File: src/rtl/smbds_defs.vh
`ifndef SMBDS_DEFS_VH
`define SMBDS_DEFS_VH

// Register offsets on the special-function register port
`define SMBDS_OFS_STATE_CODE  8'hc1
`define SMBDS_OFS_DATA_BYTE   8'hc2
`define SMBDS_OFS_OWN_ADDR    8'hc3

// Reset values
`define SMBDS_RST_STATE_CODE  8'hf8
`define SMBDS_RST_DATA_BYTE   8'h00
`define SMBDS_RST_OWN_ADDR    8'h00

// Field positions of own_slave_address
`define SMBDS_ADDR_MSB        7
`define SMBDS_ADDR_LSB        1
`define SMBDS_GCALL_BIT       0

// Bit counter marks
`define SMBDS_BIT_ACK         4'h8
`define SMBDS_BIT_DONE        4'h9

// Bus state codes
`define SMBDS_ST_BUS_ERROR    8'h00
`define SMBDS_ST_MT_ADDR_ACK  8'h18
`define SMBDS_ST_MT_ADDR_NAK  8'h20
`define SMBDS_ST_MT_DATA_ACK  8'h28
`define SMBDS_ST_MT_DATA_NAK  8'h30
`define SMBDS_ST_ARB_LOST     8'h38
`define SMBDS_ST_MR_ADDR_ACK  8'h40
`define SMBDS_ST_MR_ADDR_NAK  8'h48
`define SMBDS_ST_MR_DATA_ACK  8'h50
`define SMBDS_ST_MR_DATA_NAK  8'h58
`define SMBDS_ST_SR_OWN       8'h60
`define SMBDS_ST_SR_OWN_ARB   8'h68
`define SMBDS_ST_SR_GC        8'h70
`define SMBDS_ST_SR_GC_ARB    8'h78
`define SMBDS_ST_SR_DATA_ACK  8'h80
`define SMBDS_ST_SR_DATA_NAK  8'h88
`define SMBDS_ST_SR_GC_ACK    8'h90
`define SMBDS_ST_SR_GC_NAK    8'h98
`define SMBDS_ST_SR_STOP      8'ha0
`define SMBDS_ST_ST_OWN       8'ha8
`define SMBDS_ST_ST_OWN_ARB   8'hb0
`define SMBDS_ST_ST_DATA_ACK  8'hb8
`define SMBDS_ST_ST_DATA_NAK  8'hc0

`endif

File: src/rtl/smbds_sync.v
`timescale 1ns/100ps
`default_nettype none

// Three-stage synchroniser; the output follows only once stages two and three agree
module smbds_sync #(
	parameter RST_VAL = 1'b1
) (
	input  wire clk,
	input  wire srst,
	input  wire pin_in,
	output reg  level_q
);
	reg s1_q;
	reg s2_q;
	reg s3_q;

	always @(posedge clk) begin
		if (srst) begin
			s1_q    <= RST_VAL;
			s2_q    <= RST_VAL;
			s3_q    <= RST_VAL;
			level_q <= RST_VAL;
		end else begin
			s1_q <= pin_in;
			s2_q <= s1_q;
			s3_q <= s2_q;
			if (s2_q == s3_q) begin
				level_q <= s3_q;
			end
		end
	end
endmodule // smbds_sync

`default_nettype wire

File: src/rtl/smbds_buf.v
`timescale 1ns/100ps
`default_nettype none

// Two-entry buffer; in_ready low stalls the shifter, which then stretches SCL
module smbds_buf #(
	parameter WIDTH = 8
) (
	input  wire             clk,
	input  wire             srst,
	input  wire             in_valid,
	output wire             in_ready,
	input  wire [WIDTH-1:0] in_data,
	output wire             out_valid,
	input  wire             out_ready,
	output reg  [WIDTH-1:0] out_data
);
	reg [WIDTH-1:0] mem [0:1];
	reg             wptr_q;
	reg             rptr_q;
	reg [1:0]       cnt_q;

	wire push = in_valid & in_ready;
	wire pop  = out_valid & out_ready;

	assign in_ready  = (cnt_q != 2'd2);
	assign out_valid = (cnt_q != 2'd0);

	always @* begin
		out_data = mem[rptr_q];
	end

	always @(posedge clk) begin
		if (push) begin
			mem[wptr_q] <= in_data;
		end
	end

	always @(posedge clk) begin
		if (srst) begin
			wptr_q <= 1'b0;
			rptr_q <= 1'b0;
			cnt_q  <= 2'd0;
		end else begin
			if (push) begin
				wptr_q <= ~wptr_q;
			end
			if (pop) begin
				rptr_q <= ~rptr_q;
			end
			case ({push, pop})
			2'b10: cnt_q <= cnt_q + 2'd1;
			2'b01: cnt_q <= cnt_q - 2'd1;
			default: cnt_q <= cnt_q;
			endcase
		end
	end
endmodule // smbds_buf

`default_nettype wire

File: src/rtl/smbds_top.v
`timescale 1ns/100ps
`default_nettype none
`include "smbds_defs.vh"

module smbds_top #(
	parameter BUF_WIDTH = 8
) (
	input  wire                 clk,
	input  wire                 srst,
	input  wire [7:0]           sfr_addr,
	input  wire                 sfr_wr,
	input  wire                 sfr_rd,
	input  wire [7:0]           sfr_wdata,
	output reg  [7:0]           sfr_rdata,
	input  wire                 event_flag,
	input  wire                 bus_enable,
	input  wire                 master_mode,
	input  wire                 ack_enable,
	output reg                  state_event,
	input  wire                 scl_in,
	output wire                 scl_out,
	output reg                  scl_oe,
	input  wire                 sda_in,
	output wire                 sda_out,
	output reg                  sda_oe,
	output wire                 rx_valid,
	input  wire                 rx_ready,
	output wire [BUF_WIDTH-1:0] rx_data
);
	localparam PH_IDLE = 2'd0;
	localparam PH_ADDR = 2'd1;
	localparam PH_DATA = 2'd2;

	wire       scl_f;
	wire       sda_f;
	reg        scl_prev_q;
	reg        sda_prev_q;
	reg  [7:0] data_q;
	reg  [7:0] own_addr_q;
	reg  [7:0] code_q;
	reg  [3:0] bit_q;
	reg  [1:0] phase_q;
	reg        tx_q;
	reg        rw_q;
	reg        arb_q;
	reg        addressed_q;
	reg        gcall_q;
	reg        ack_seen_q;
	reg        push_q;
	reg        stretch_q;
	reg  [7:0] end_code;
	reg        end_event;
	wire       buf_ready;

	// Open-drain pins: only ever pull low
	assign scl_out = 1'b0;
	assign sda_out = 1'b0;

	smbds_sync #(
		.RST_VAL (1'b1)
	) u_scl_sync (
		.clk     (clk),
		.srst    (srst),
		.pin_in  (scl_in),
		.level_q (scl_f)
	);

	smbds_sync #(
		.RST_VAL (1'b1)
	) u_sda_sync (
		.clk     (clk),
		.srst    (srst),
		.pin_in  (sda_in),
		.level_q (sda_f)
	);

	smbds_buf #(
		.WIDTH (BUF_WIDTH)
	) u_rx_buf (
		.clk       (clk),
		.srst      (srst),
		.in_valid  (push_q),
		.in_ready  (buf_ready),
		.in_data   (data_q[BUF_WIDTH-1:0]),
		.out_valid (rx_valid),
		.out_ready (rx_ready),
		.out_data  (rx_data)
	);

	wire scl_rise   = scl_f & ~scl_prev_q;
	wire scl_fall   = ~scl_f & scl_prev_q;
	wire start_cond = scl_f & scl_prev_q & sda_prev_q & ~sda_f;
	wire stop_cond  = scl_f & scl_prev_q & ~sda_prev_q & sda_f;
	// The first SCL rise of a byte may belong to a STOP or repeated START, so it is no error yet
	wire mid_byte   = (phase_q != PH_IDLE) && (bit_q > 4'h1);
	wire shift_ok   = bus_enable & ~event_flag & ~stretch_q;

	// Address matching is blind in master mode unless arbitration has been lost
	wire own_hit = ~master_mode & ~arb_q ? 1'b0 : 1'b0;
	wire slave_look = ~master_mode | arb_q;
	wire addr_hit = slave_look &
		(data_q[7:1] == own_addr_q[`SMBDS_ADDR_MSB:`SMBDS_ADDR_LSB]);
	wire gc_hit = slave_look & (data_q == 8'h00) &
		own_addr_q[`SMBDS_GCALL_BIT];

	// Whether this end pulls SDA low in the acknowledge slot
	reg ack_go;
	always @* begin
		ack_go = 1'b0;
		if (!tx_q) begin
			if (phase_q == PH_ADDR) begin
				ack_go = ack_enable & (addr_hit | gc_hit);
			end else if (phase_q == PH_DATA) begin
				ack_go = ack_enable;
			end
		end
	end

	// State reached at the end of a byte and its acknowledge
	always @* begin
		end_code  = code_q;
		end_event = 1'b1;
		if (phase_q == PH_ADDR) begin
			if (master_mode && !arb_q) begin
				if (data_q[0]) begin
					end_code = ack_seen_q ? `SMBDS_ST_MR_ADDR_ACK : `SMBDS_ST_MR_ADDR_NAK;
				end else begin
					end_code = ack_seen_q ? `SMBDS_ST_MT_ADDR_ACK : `SMBDS_ST_MT_ADDR_NAK;
				end
			end else if (addr_hit && ack_enable) begin
				if (data_q[0]) begin
					end_code = arb_q ? `SMBDS_ST_ST_OWN_ARB : `SMBDS_ST_ST_OWN;
				end else begin
					end_code = arb_q ? `SMBDS_ST_SR_OWN_ARB : `SMBDS_ST_SR_OWN;
				end
			end else if (gc_hit && ack_enable) begin
				end_code = arb_q ? `SMBDS_ST_SR_GC_ARB : `SMBDS_ST_SR_GC;
			end else if (arb_q) begin
				end_code = `SMBDS_ST_ARB_LOST;
			end else begin
				end_event = 1'b0;
			end
		end else if (arb_q) begin
			end_code = `SMBDS_ST_ARB_LOST;
		end else if (master_mode) begin
			if (tx_q) begin
				end_code = ack_seen_q ? `SMBDS_ST_MT_DATA_ACK : `SMBDS_ST_MT_DATA_NAK;
			end else begin
				end_code = ack_enable ? `SMBDS_ST_MR_DATA_ACK : `SMBDS_ST_MR_DATA_NAK;
			end
		end else if (tx_q) begin
			end_code = ack_seen_q ? `SMBDS_ST_ST_DATA_ACK : `SMBDS_ST_ST_DATA_NAK;
		end else if (gcall_q) begin
			end_code = ack_enable ? `SMBDS_ST_SR_GC_ACK : `SMBDS_ST_SR_GC_NAK;
		end else begin
			end_code = ack_enable ? `SMBDS_ST_SR_DATA_ACK : `SMBDS_ST_SR_DATA_NAK;
		end
	end

	always @(posedge clk) begin
		if (srst) begin
			scl_prev_q <= 1'b1;
			sda_prev_q <= 1'b1;
		end else begin
			scl_prev_q <= scl_f;
			sda_prev_q <= sda_f;
		end
	end

	// Byte engine
	always @(posedge clk) begin
		if (srst) begin
			data_q      <= `SMBDS_RST_DATA_BYTE;
			code_q      <= `SMBDS_RST_STATE_CODE;
			bit_q       <= 4'h0;
			phase_q     <= PH_IDLE;
			tx_q        <= 1'b0;
			rw_q        <= 1'b0;
			arb_q       <= 1'b0;
			addressed_q <= 1'b0;
			gcall_q     <= 1'b0;
			ack_seen_q  <= 1'b0;
			push_q      <= 1'b0;
			state_event <= 1'b0;
		end else begin
			state_event <= 1'b0;
			if (push_q && buf_ready) begin
				push_q <= 1'b0;
			end
			if (sfr_wr && event_flag && sfr_addr == `SMBDS_OFS_DATA_BYTE) begin
				data_q <= sfr_wdata;
			end
			if (!bus_enable) begin
				phase_q     <= PH_IDLE;
				bit_q       <= 4'h0;
				addressed_q <= 1'b0;
			end else if ((start_cond || stop_cond) && mid_byte) begin
				code_q      <= `SMBDS_ST_BUS_ERROR;
				state_event <= 1'b1;
				phase_q     <= PH_IDLE;
				bit_q       <= 4'h0;
				addressed_q <= 1'b0;
				tx_q        <= 1'b0;
			end else if (start_cond || stop_cond) begin
				if (addressed_q && !master_mode) begin
					code_q      <= `SMBDS_ST_SR_STOP;
					state_event <= 1'b1;
				end
				phase_q     <= start_cond ? PH_ADDR : PH_IDLE;
				bit_q       <= 4'h0;
				addressed_q <= 1'b0;
				gcall_q     <= 1'b0;
				arb_q       <= 1'b0;
				tx_q        <= start_cond & master_mode;
			end else if (phase_q != PH_IDLE && shift_ok) begin
				if (scl_rise && bit_q < `SMBDS_BIT_ACK) begin
					// Bus level goes in whether sending or receiving
					data_q <= {data_q[6:0], sda_f};
					bit_q  <= bit_q + 4'h1;
					if (tx_q && !sda_oe && !sda_f && master_mode) begin
						tx_q  <= 1'b0;
						arb_q <= 1'b1;
					end
				end else if (scl_rise && bit_q == `SMBDS_BIT_ACK) begin
					ack_seen_q <= ~sda_f;
					bit_q      <= `SMBDS_BIT_DONE;
				end else if (scl_fall && bit_q == `SMBDS_BIT_DONE) begin
					bit_q       <= 4'h0;
					state_event <= end_event;
					if (end_event) begin
						code_q <= end_code;
					end
					if (!tx_q && phase_q == PH_DATA) begin
						push_q <= 1'b1;
					end
					if (phase_q == PH_ADDR) begin
						rw_q <= data_q[0];
						if (master_mode && !arb_q) begin
							phase_q <= ack_seen_q ? PH_DATA : PH_IDLE;
							tx_q    <= ~data_q[0];
						end else if ((addr_hit | gc_hit) && ack_enable) begin
							phase_q     <= PH_DATA;
							addressed_q <= 1'b1;
							gcall_q     <= gc_hit & ~addr_hit;
							tx_q        <= addr_hit & data_q[0];
						end else begin
							phase_q <= PH_IDLE;
							tx_q    <= 1'b0;
						end
					end else if (tx_q && !ack_seen_q) begin
						phase_q <= PH_IDLE;
						tx_q    <= 1'b0;
					end
				end
			end
		end
	end

	// Pin drive: SCL held low while software services an event or the buffer is full
	always @(posedge clk) begin
		if (srst) begin
			stretch_q <= 1'b0;
			scl_oe    <= 1'b0;
			sda_oe    <= 1'b0;
		end else begin
			stretch_q <= push_q & ~buf_ready;
			scl_oe    <= bus_enable & ~scl_f & (phase_q != PH_IDLE) &
				(event_flag | (push_q & ~buf_ready));
			if (!bus_enable || phase_q == PH_IDLE) begin
				sda_oe <= 1'b0;
			end else if (!scl_f) begin
				if (bit_q < `SMBDS_BIT_ACK) begin
					sda_oe <= tx_q & ~data_q[7];
				end else if (bit_q == `SMBDS_BIT_ACK) begin
					sda_oe <= ack_go;
				end else begin
					sda_oe <= 1'b0;
				end
			end
		end
	end

	// Register port; state code writes are dropped
	always @(posedge clk) begin
		if (srst) begin
			own_addr_q <= `SMBDS_RST_OWN_ADDR;
			sfr_rdata  <= 8'h00;
		end else begin
			if (sfr_wr && sfr_addr == `SMBDS_OFS_OWN_ADDR) begin
				own_addr_q <= sfr_wdata;
			end
			if (sfr_rd) begin
				case (sfr_addr)
				`SMBDS_OFS_STATE_CODE: sfr_rdata <= event_flag ?
					{code_q[7:3], 3'b000} : {code_q[7:3], bit_q[2:0]};
				// Reads while shifting may tear; software waits for the flag
				`SMBDS_OFS_DATA_BYTE:  sfr_rdata <= data_q;
				`SMBDS_OFS_OWN_ADDR:   sfr_rdata <= own_addr_q;
				default:               sfr_rdata <= 8'h00;
				endcase
			end
		end
	end

	// Keeps otherwise unused values visible to lint; no logic depends on them
	wire unused_ok = own_hit & rw_q;
endmodule // smbds_top

`default_nettype wire

File: config.mk
export PLATFORM = sky130hd
export DESIGN_NAME = smbds_top
export DESIGN_NICKNAME = d
export VERILOG_FILES = /design/src/rtl/smbds_sync.v /design/src/rtl/smbds_buf.v /design/src/rtl/smbds_top.v
export VERILOG_INCLUDE_DIRS = /design/src /design/src/rtl
export SDC_FILE = /design/constraint.sdc
export NUM_CORES = 1
export LEC_CHECK = 0
export ABC_AREA = 1
export BUFFER_PORTS_ARGS = -buffer_cell sky130_fd_sc_hd__buf_2
export CORE_UTILIZATION = 35
export DETAILED_ROUTE_END_ITERATION = 6
export PLACE_DENSITY = 0.65
export SETUP_SLACK_MARGIN = 0.4
export SYNTH_ARGS = -nofsm -noshare
export SYNTH_HDL_FRONTEND = slang
export SYNTH_SLANG_ARGS = --single-unit
File: constraint.sdc
create_clock -name clk -period 5.93 [get_ports clk]
set_clock_uncertainty 0.2 [all_clocks]
set_input_delay 1.4825 -clock clk [delete_from_list [all_inputs] [get_ports clk]]
set_output_delay 1.4825 -clock clk [all_outputs]
set_load 0.01 [all_outputs]
Word level (Yosys, flattened, before mapping)
Memory sizes are Yosys's and may differ from the RTL's. A register that Yosys moved wholly into a read port is not among the register bits.
Index checks and enable logic that the tools add are counted.
Word-level totals
  bits in writable memories: 16
  register bits: 62
  memories: 1
  output and inout port bits: 22
  logic and storage cells: 267
  input bits: 27
Cells by class
  muxes and demuxes: 106
  add/subtract/negate cells: 3
  reductions and logical operators: 59
  magnitude comparators: 2
  bitwise gates (word level): 45
  equal/unequal tests: 22
Memory list
  u_rx_buf.mem: depth 2, width 8, rd ports 1, clocked after Yosys merged registers in 1, write ports 1, line smbds_buf.v:17  | reg [WIDTH-1:0] mem [0:1];
Operators with widths (number)
  2-to-1 mux 8 bit: 22
  2-to-1 mux 1 bit: 54
  2-to-1 mux 4 bit: 9
  2-to-1 mux 7 bit: 4
  == test 8 bit, second input constant: 3
  one-hot mux 8 bit (3 select lines): 1
  bitwise AND 1 bit: 23
  logical AND 1 bit: 20
  2-to-1 mux 2 bit: 10
  inverter 1 bit: 19
  nonzero test 2 bit: 9
  2-to-1 mux 5 bit: 3
  nonzero test 3 bit: 5
  AND reduction 6 bit: 2
  AND reduction 5 bit: 2
  AND reduction 9 bit: 1
  == test 4 bit, second input constant: 2
  logical NOT 8 bit: 1
  inequality test 2 bit, second input constant: 4
  AND reduction 8 bit: 1
  == test 7 bit: 1
  logical NOT 1 bit: 7
  inequality test 7 x 6 -> 1 bit, second input constant: 1
  AND reduction 7 bit: 1
  24 further kinds: 32

Depth between registers and ports, before layout
  depth after elaboration: 16
  depth in mapped cells: 12
  gate-level depth less buffers: 12

Modules after synthesis
A second synthesis with hierarchy kept.
Second synthesis, totals
  cell total of the unflattened synthesis: 544
  area, all modules: 4025.1 µm²
Modules (own cells, without submodules)
  smbds_top: times used 1, area an instance 2885.3 µm², cells each 451, seq. area each 940.9 µm²
  smbds_buf: times used 1, area an instance 882.1 µm², cells each 63, seq. area each 580.6 µm²
  smbds_sync: times used 2, area an instance 128.9 µm², cells each 15, seq. area each 80.1 µm²

Worst setup path after synthesis
No wires, ideal clock.
  kind: input to register
  start point: input port sfr_addr[3]
  end point: register own_addr_q[5]
  arrival: 2.569 ns
  setup slack: 3.045 ns
  data required time: 5.614 ns
  buffers on the path: 1
  stages on the path: 6
  library setup time: 0.116 ns
  cells stage by stage: or2_4 nor4_4 nand2_4 buf_6 o21ai_1 a21oi_1
On the way
  word-level cells in the longest chain between the ends: 2
Ends and longest elaborated chain
  from (decl): line smbds_top.v:10  | input wire [7:0] sfr_addr,
  == test 8 bit
  logical AND 1 bit (no line)
  to (signal assigned): line smbds_top.v:286  | own_addr_q <= `SMBDS_RST_OWN_ADDR;
  to (signal assigned): line smbds_top.v:290  | own_addr_q <= sfr_wdata;
  to (decl): line smbds_top.v:39  | reg [7:0] own_addr_q;
No other way between the ends.
A chain may end at the register's enable or synchronous reset.

==> flow_metrics.py <==
metrics = {
    "setup_path": {
        "start_kind": "register",
        "crit_type": "register to output pin",
        "cp-end-kind": "output pin",
        "reg2reg_depth": 11,
        "crit_arrival_ns": 1.42,
        "r2r_end": "code_q[4]",
        "reg2reg_from": "bit_q[0]",
        "reg2reg_slack_ns": 3.70,
        "cp.required_ns": 4.25,
        "critPathMaxFanout": 8,
        "endpoint": "rx_data[5]",
    },
    "synth": {
        "ys_seq_area_share_pct": 43.5,
        "synthTopCellsByCount": "111 x nand2_1, 60 x dfxtp_1, 55 x inv_1, 45 x a21oi_1, 37 x nor2_1",
        "synth_cells": 500,
        "yosysWarningCount": 0,
        "ys.flop_type": "dfxtp_1",
        "synth_top_area_share_pct": 31.1,
        "yosys.cell_types.count": 42,
        "syn_area_per_cell_sq_um": 7.72,
        "ys_seq_elements": 76,
        "yosysTopAreaCell": "dfxtp_1",
        "synthArstFlopShare_pct": 0,
        "syn_area_sq_um": 3860,
        "synth_edf_count": 16,
        "yosys-top-cells-area": "dfxtp_1 31%, edfxtp_1 12%, nand2_1 11%",
        "synth_most_common_cell": "nand2_1",
    },
    "clock_network": {
        "cts_resized": 0,
        "clkLatencyLatePin_ns": 0.36,
        "cts.sink_count": 76,
        "cts_tree": "done",
        "clk_path_buf_depth": 2,
        "htreeDepth": 3,
        "post_cts_buffers": 0,
        "cts_buffers": 9,
        "clkTransAtPathRegs_ns": 0.09,
        "cts_hold_buf": 0,
        "cts-root-buf": "clkbuf_8",
    },
    "route": {
        "top_layer": "met4",
        "wl_met3_um": 618,
        "wl_met1_mm": 4.10,
        "dr_wl_met2_mm": 4.47,
        "routedWlPerCell_um": 13.5,
        "drt_wl_total_mm": 9.31,
        "drc": 0,
        "via_count": 3464,
        "drt_iter0_markers": 212,
        "ant_nets": 0,
        "routed_via_density": 5.03,
        "drt_pass1_iterations": 4,
    },
    "sta": {
        "worstMarginPinSlew_ns": 0.798,
        "fin_tns_setup_ns": 0,
        "finalMaxSlewViolations": 0,
        "setup_violations": 0,
        "fin_crit_sh_pct": 52.3,
        "whs_ns": 0.212,
        "hold_violations": 0,
        "max_freq_mhz": 322,
        "slew_headroom_pct": 46.7,
        "grt_setup_unrepaired": "no",
        "min_period_ns": 3.10,
    },
    "die": {
        "io_pins": 49,
        "design.core.area_sq_um": 10500,
        "initial_core_util_pct": 36.8,
        "die_y_um": 107,
        "die_area_sq_um": 11500,
        "fp.dieW_um": 107,
        "fp-row-count": 37,
    },
    "pwr": {
        "comb_power_share_pct": 4.6,
        "p_int_mw": 0.700,
        "pwr-share-clk_pct": 39.5,
        "p_seq_share_pct": 55.8,
        "powerDensity_nw_per_um2": 215,
        "switchingPower_mw": 0.245,
        "netSwitchingFraction_pct": 25.9,
        "ir_worst_vdd_uv": 129,
        "power.total_mw": 0.945,
        "power_leakage_nw": 1.90,
    },
    "global_route": {
        "grt_pass1_wl_mm": 15.3,
        "grt_use_total_pct": 17.1,
        "grt_pass1_vias": 3294,
        "antenna_found_initial": 0,
        "grt-ovfl-total": 0,
        "grt_start_max_net_pins": 27,
    },
    "finish": {
        "syn_to_final_growth_pct": 13.6,
        "fin_util_pct": 41.8,
        "nets": 582,
        "nFillCells": 1078,
        "layout-drive-gt1-share_pct": 20.7,
        "antenna_cells": 0,
    },
    "min_path": {
        "hold_class": "register to register",
    },
    "placement": {
        "place.gp.congestion": 0.948,
        "dpl.hpwl_mm": 7.11,
        "port_buffers": 46,
    },
    "run": {
        "timing.max_cap.violations": 0,
    },
    "outcome": {
        "outcome": "complete, no violations",
    },
}
==> cell type report <==
type                            instances  area [sq um]  area share, %
Tap cell                              136           170           3.88
Inverter                               64           243           5.53
Sequential cell                        76          1680           38.3
Multi-Input combinational cell        350          1880           42.9
Timing Repair Buffer                   46           230           5.25
Clock buffer                            9           124           2.82
Clock inverter                          7          58.8           1.34
==> flip-flops by register name, summed over array words and instances, names as in the netlist, 2 cells and up, named ones only <==
register,flops
phase_q,2
u_rx_buf.cnt_q,2
bit_q,4
sfr_rdata,8
u_rx_buf.mem,16
code_q,5
own_addr_q,8
data_q,8
==> cells by family after synthesis <==
family / Yosys count / share of synthesized area, %
multiplexers: 8 / 2.33
buffers and inverters: 75 / 7.87
AND/OR/NAND/NOR: 220 / 27.3
flip-flops: 76 / 43.5
AO/OA/AOI/OAI: 111 / 16.0
other: 1 / 0.0971
XOR/XNOR: 1 / 0.227
adder cells (fa/ha/maj): 8 / 2.59
==> layer usage <==
metal  up-vias  GRT usage (%)
li1       1744              -
met1      1593           21.0
met2       113           29.4
met3        14           4.50
met4         0           4.50
met5         -              0
==> worst min-delay path by stage <==
| stage | start | slack, ns | endpoint | cells after the start |
|---|---|---|---|---|
| 6_report | u_sda_sync.s1_q | 0.21 | u_sda_sync.s2_q | 1 |
| 5_1_grt | u_sda_sync.s1_q | 0.22 | u_sda_sync.s2_q | 1 |
| 4_1_cts | u_sda_sync.s1_q | 0.21 | u_sda_sync.s2_q | 1 |
| 3_5_place_dp | u_sda_sync.s1_q | 0.20 | u_sda_sync.s2_q | 1 |
| 3_3_place_gp | u_sda_sync.s1_q | 0.20 | u_sda_sync.s2_q | 1 |
| 2_1_floorplan | u_scl_sync.s1_q | 0.19 | u_scl_sync.s2_q | 1 |
==> critical path: stages, from the launching register on <==
cell	delay, ns
dfxtp_1	0.54
mux2_2	0.38
buf_2	0.14
==> power by group through the flow <==
stage          sequential [mW]  clock (mW)  combinational, mW
6_report                 0.528       0.374             0.0438
5_1_grt                  0.528       0.405             0.0486
4_1_cts                  0.528       0.384             0.0436
3_5_place_dp             0.540           0             0.0433
3_3_place_gp             0.540           0             0.0429
2_1_floorplan            0.540           0             0.0259
==> metrics by stage <==
| step | worst slack (ns) | std cells | instance area, sq um |
|---|---|---|---|
| floorplan | 3.04 | 501 | 3870 |
| global placement | 2.78 | 672 | 4210 |
| detailed placement | 2.75 | 672 | 4210 |
| CTS | 2.78 | 688 | 4390 |
| global route | 2.76 | 688 | 4390 |
| finish | 2.83 | 688 | 4390 |
==> placed cells by master, fill, tap and decap left out, types with 2 or more instances in the layout <==
cell,instances
edfxtp_1,16
nor2_1,37
ha_1,8
nor3_2,3
nand2_2,8
inv_6,3
dfxtp_1,60
inv_2,7
nor2_2,6
o21ai_1,7
clkbuf_8,9
nor2_4,2
conb_1,2
nor3_1,10
nand2_1,111
o211ai_1,17
inv_1,55
buf_2,46
mux2_2,8
o22ai_1,2
o21ai_0,34
nand4_1,6
or2_2,8
nand2_4,4
nand3_1,18
a21oi_1,45
o41ai_1,2
No activity file was read; power rests on OpenSTA's default activity.
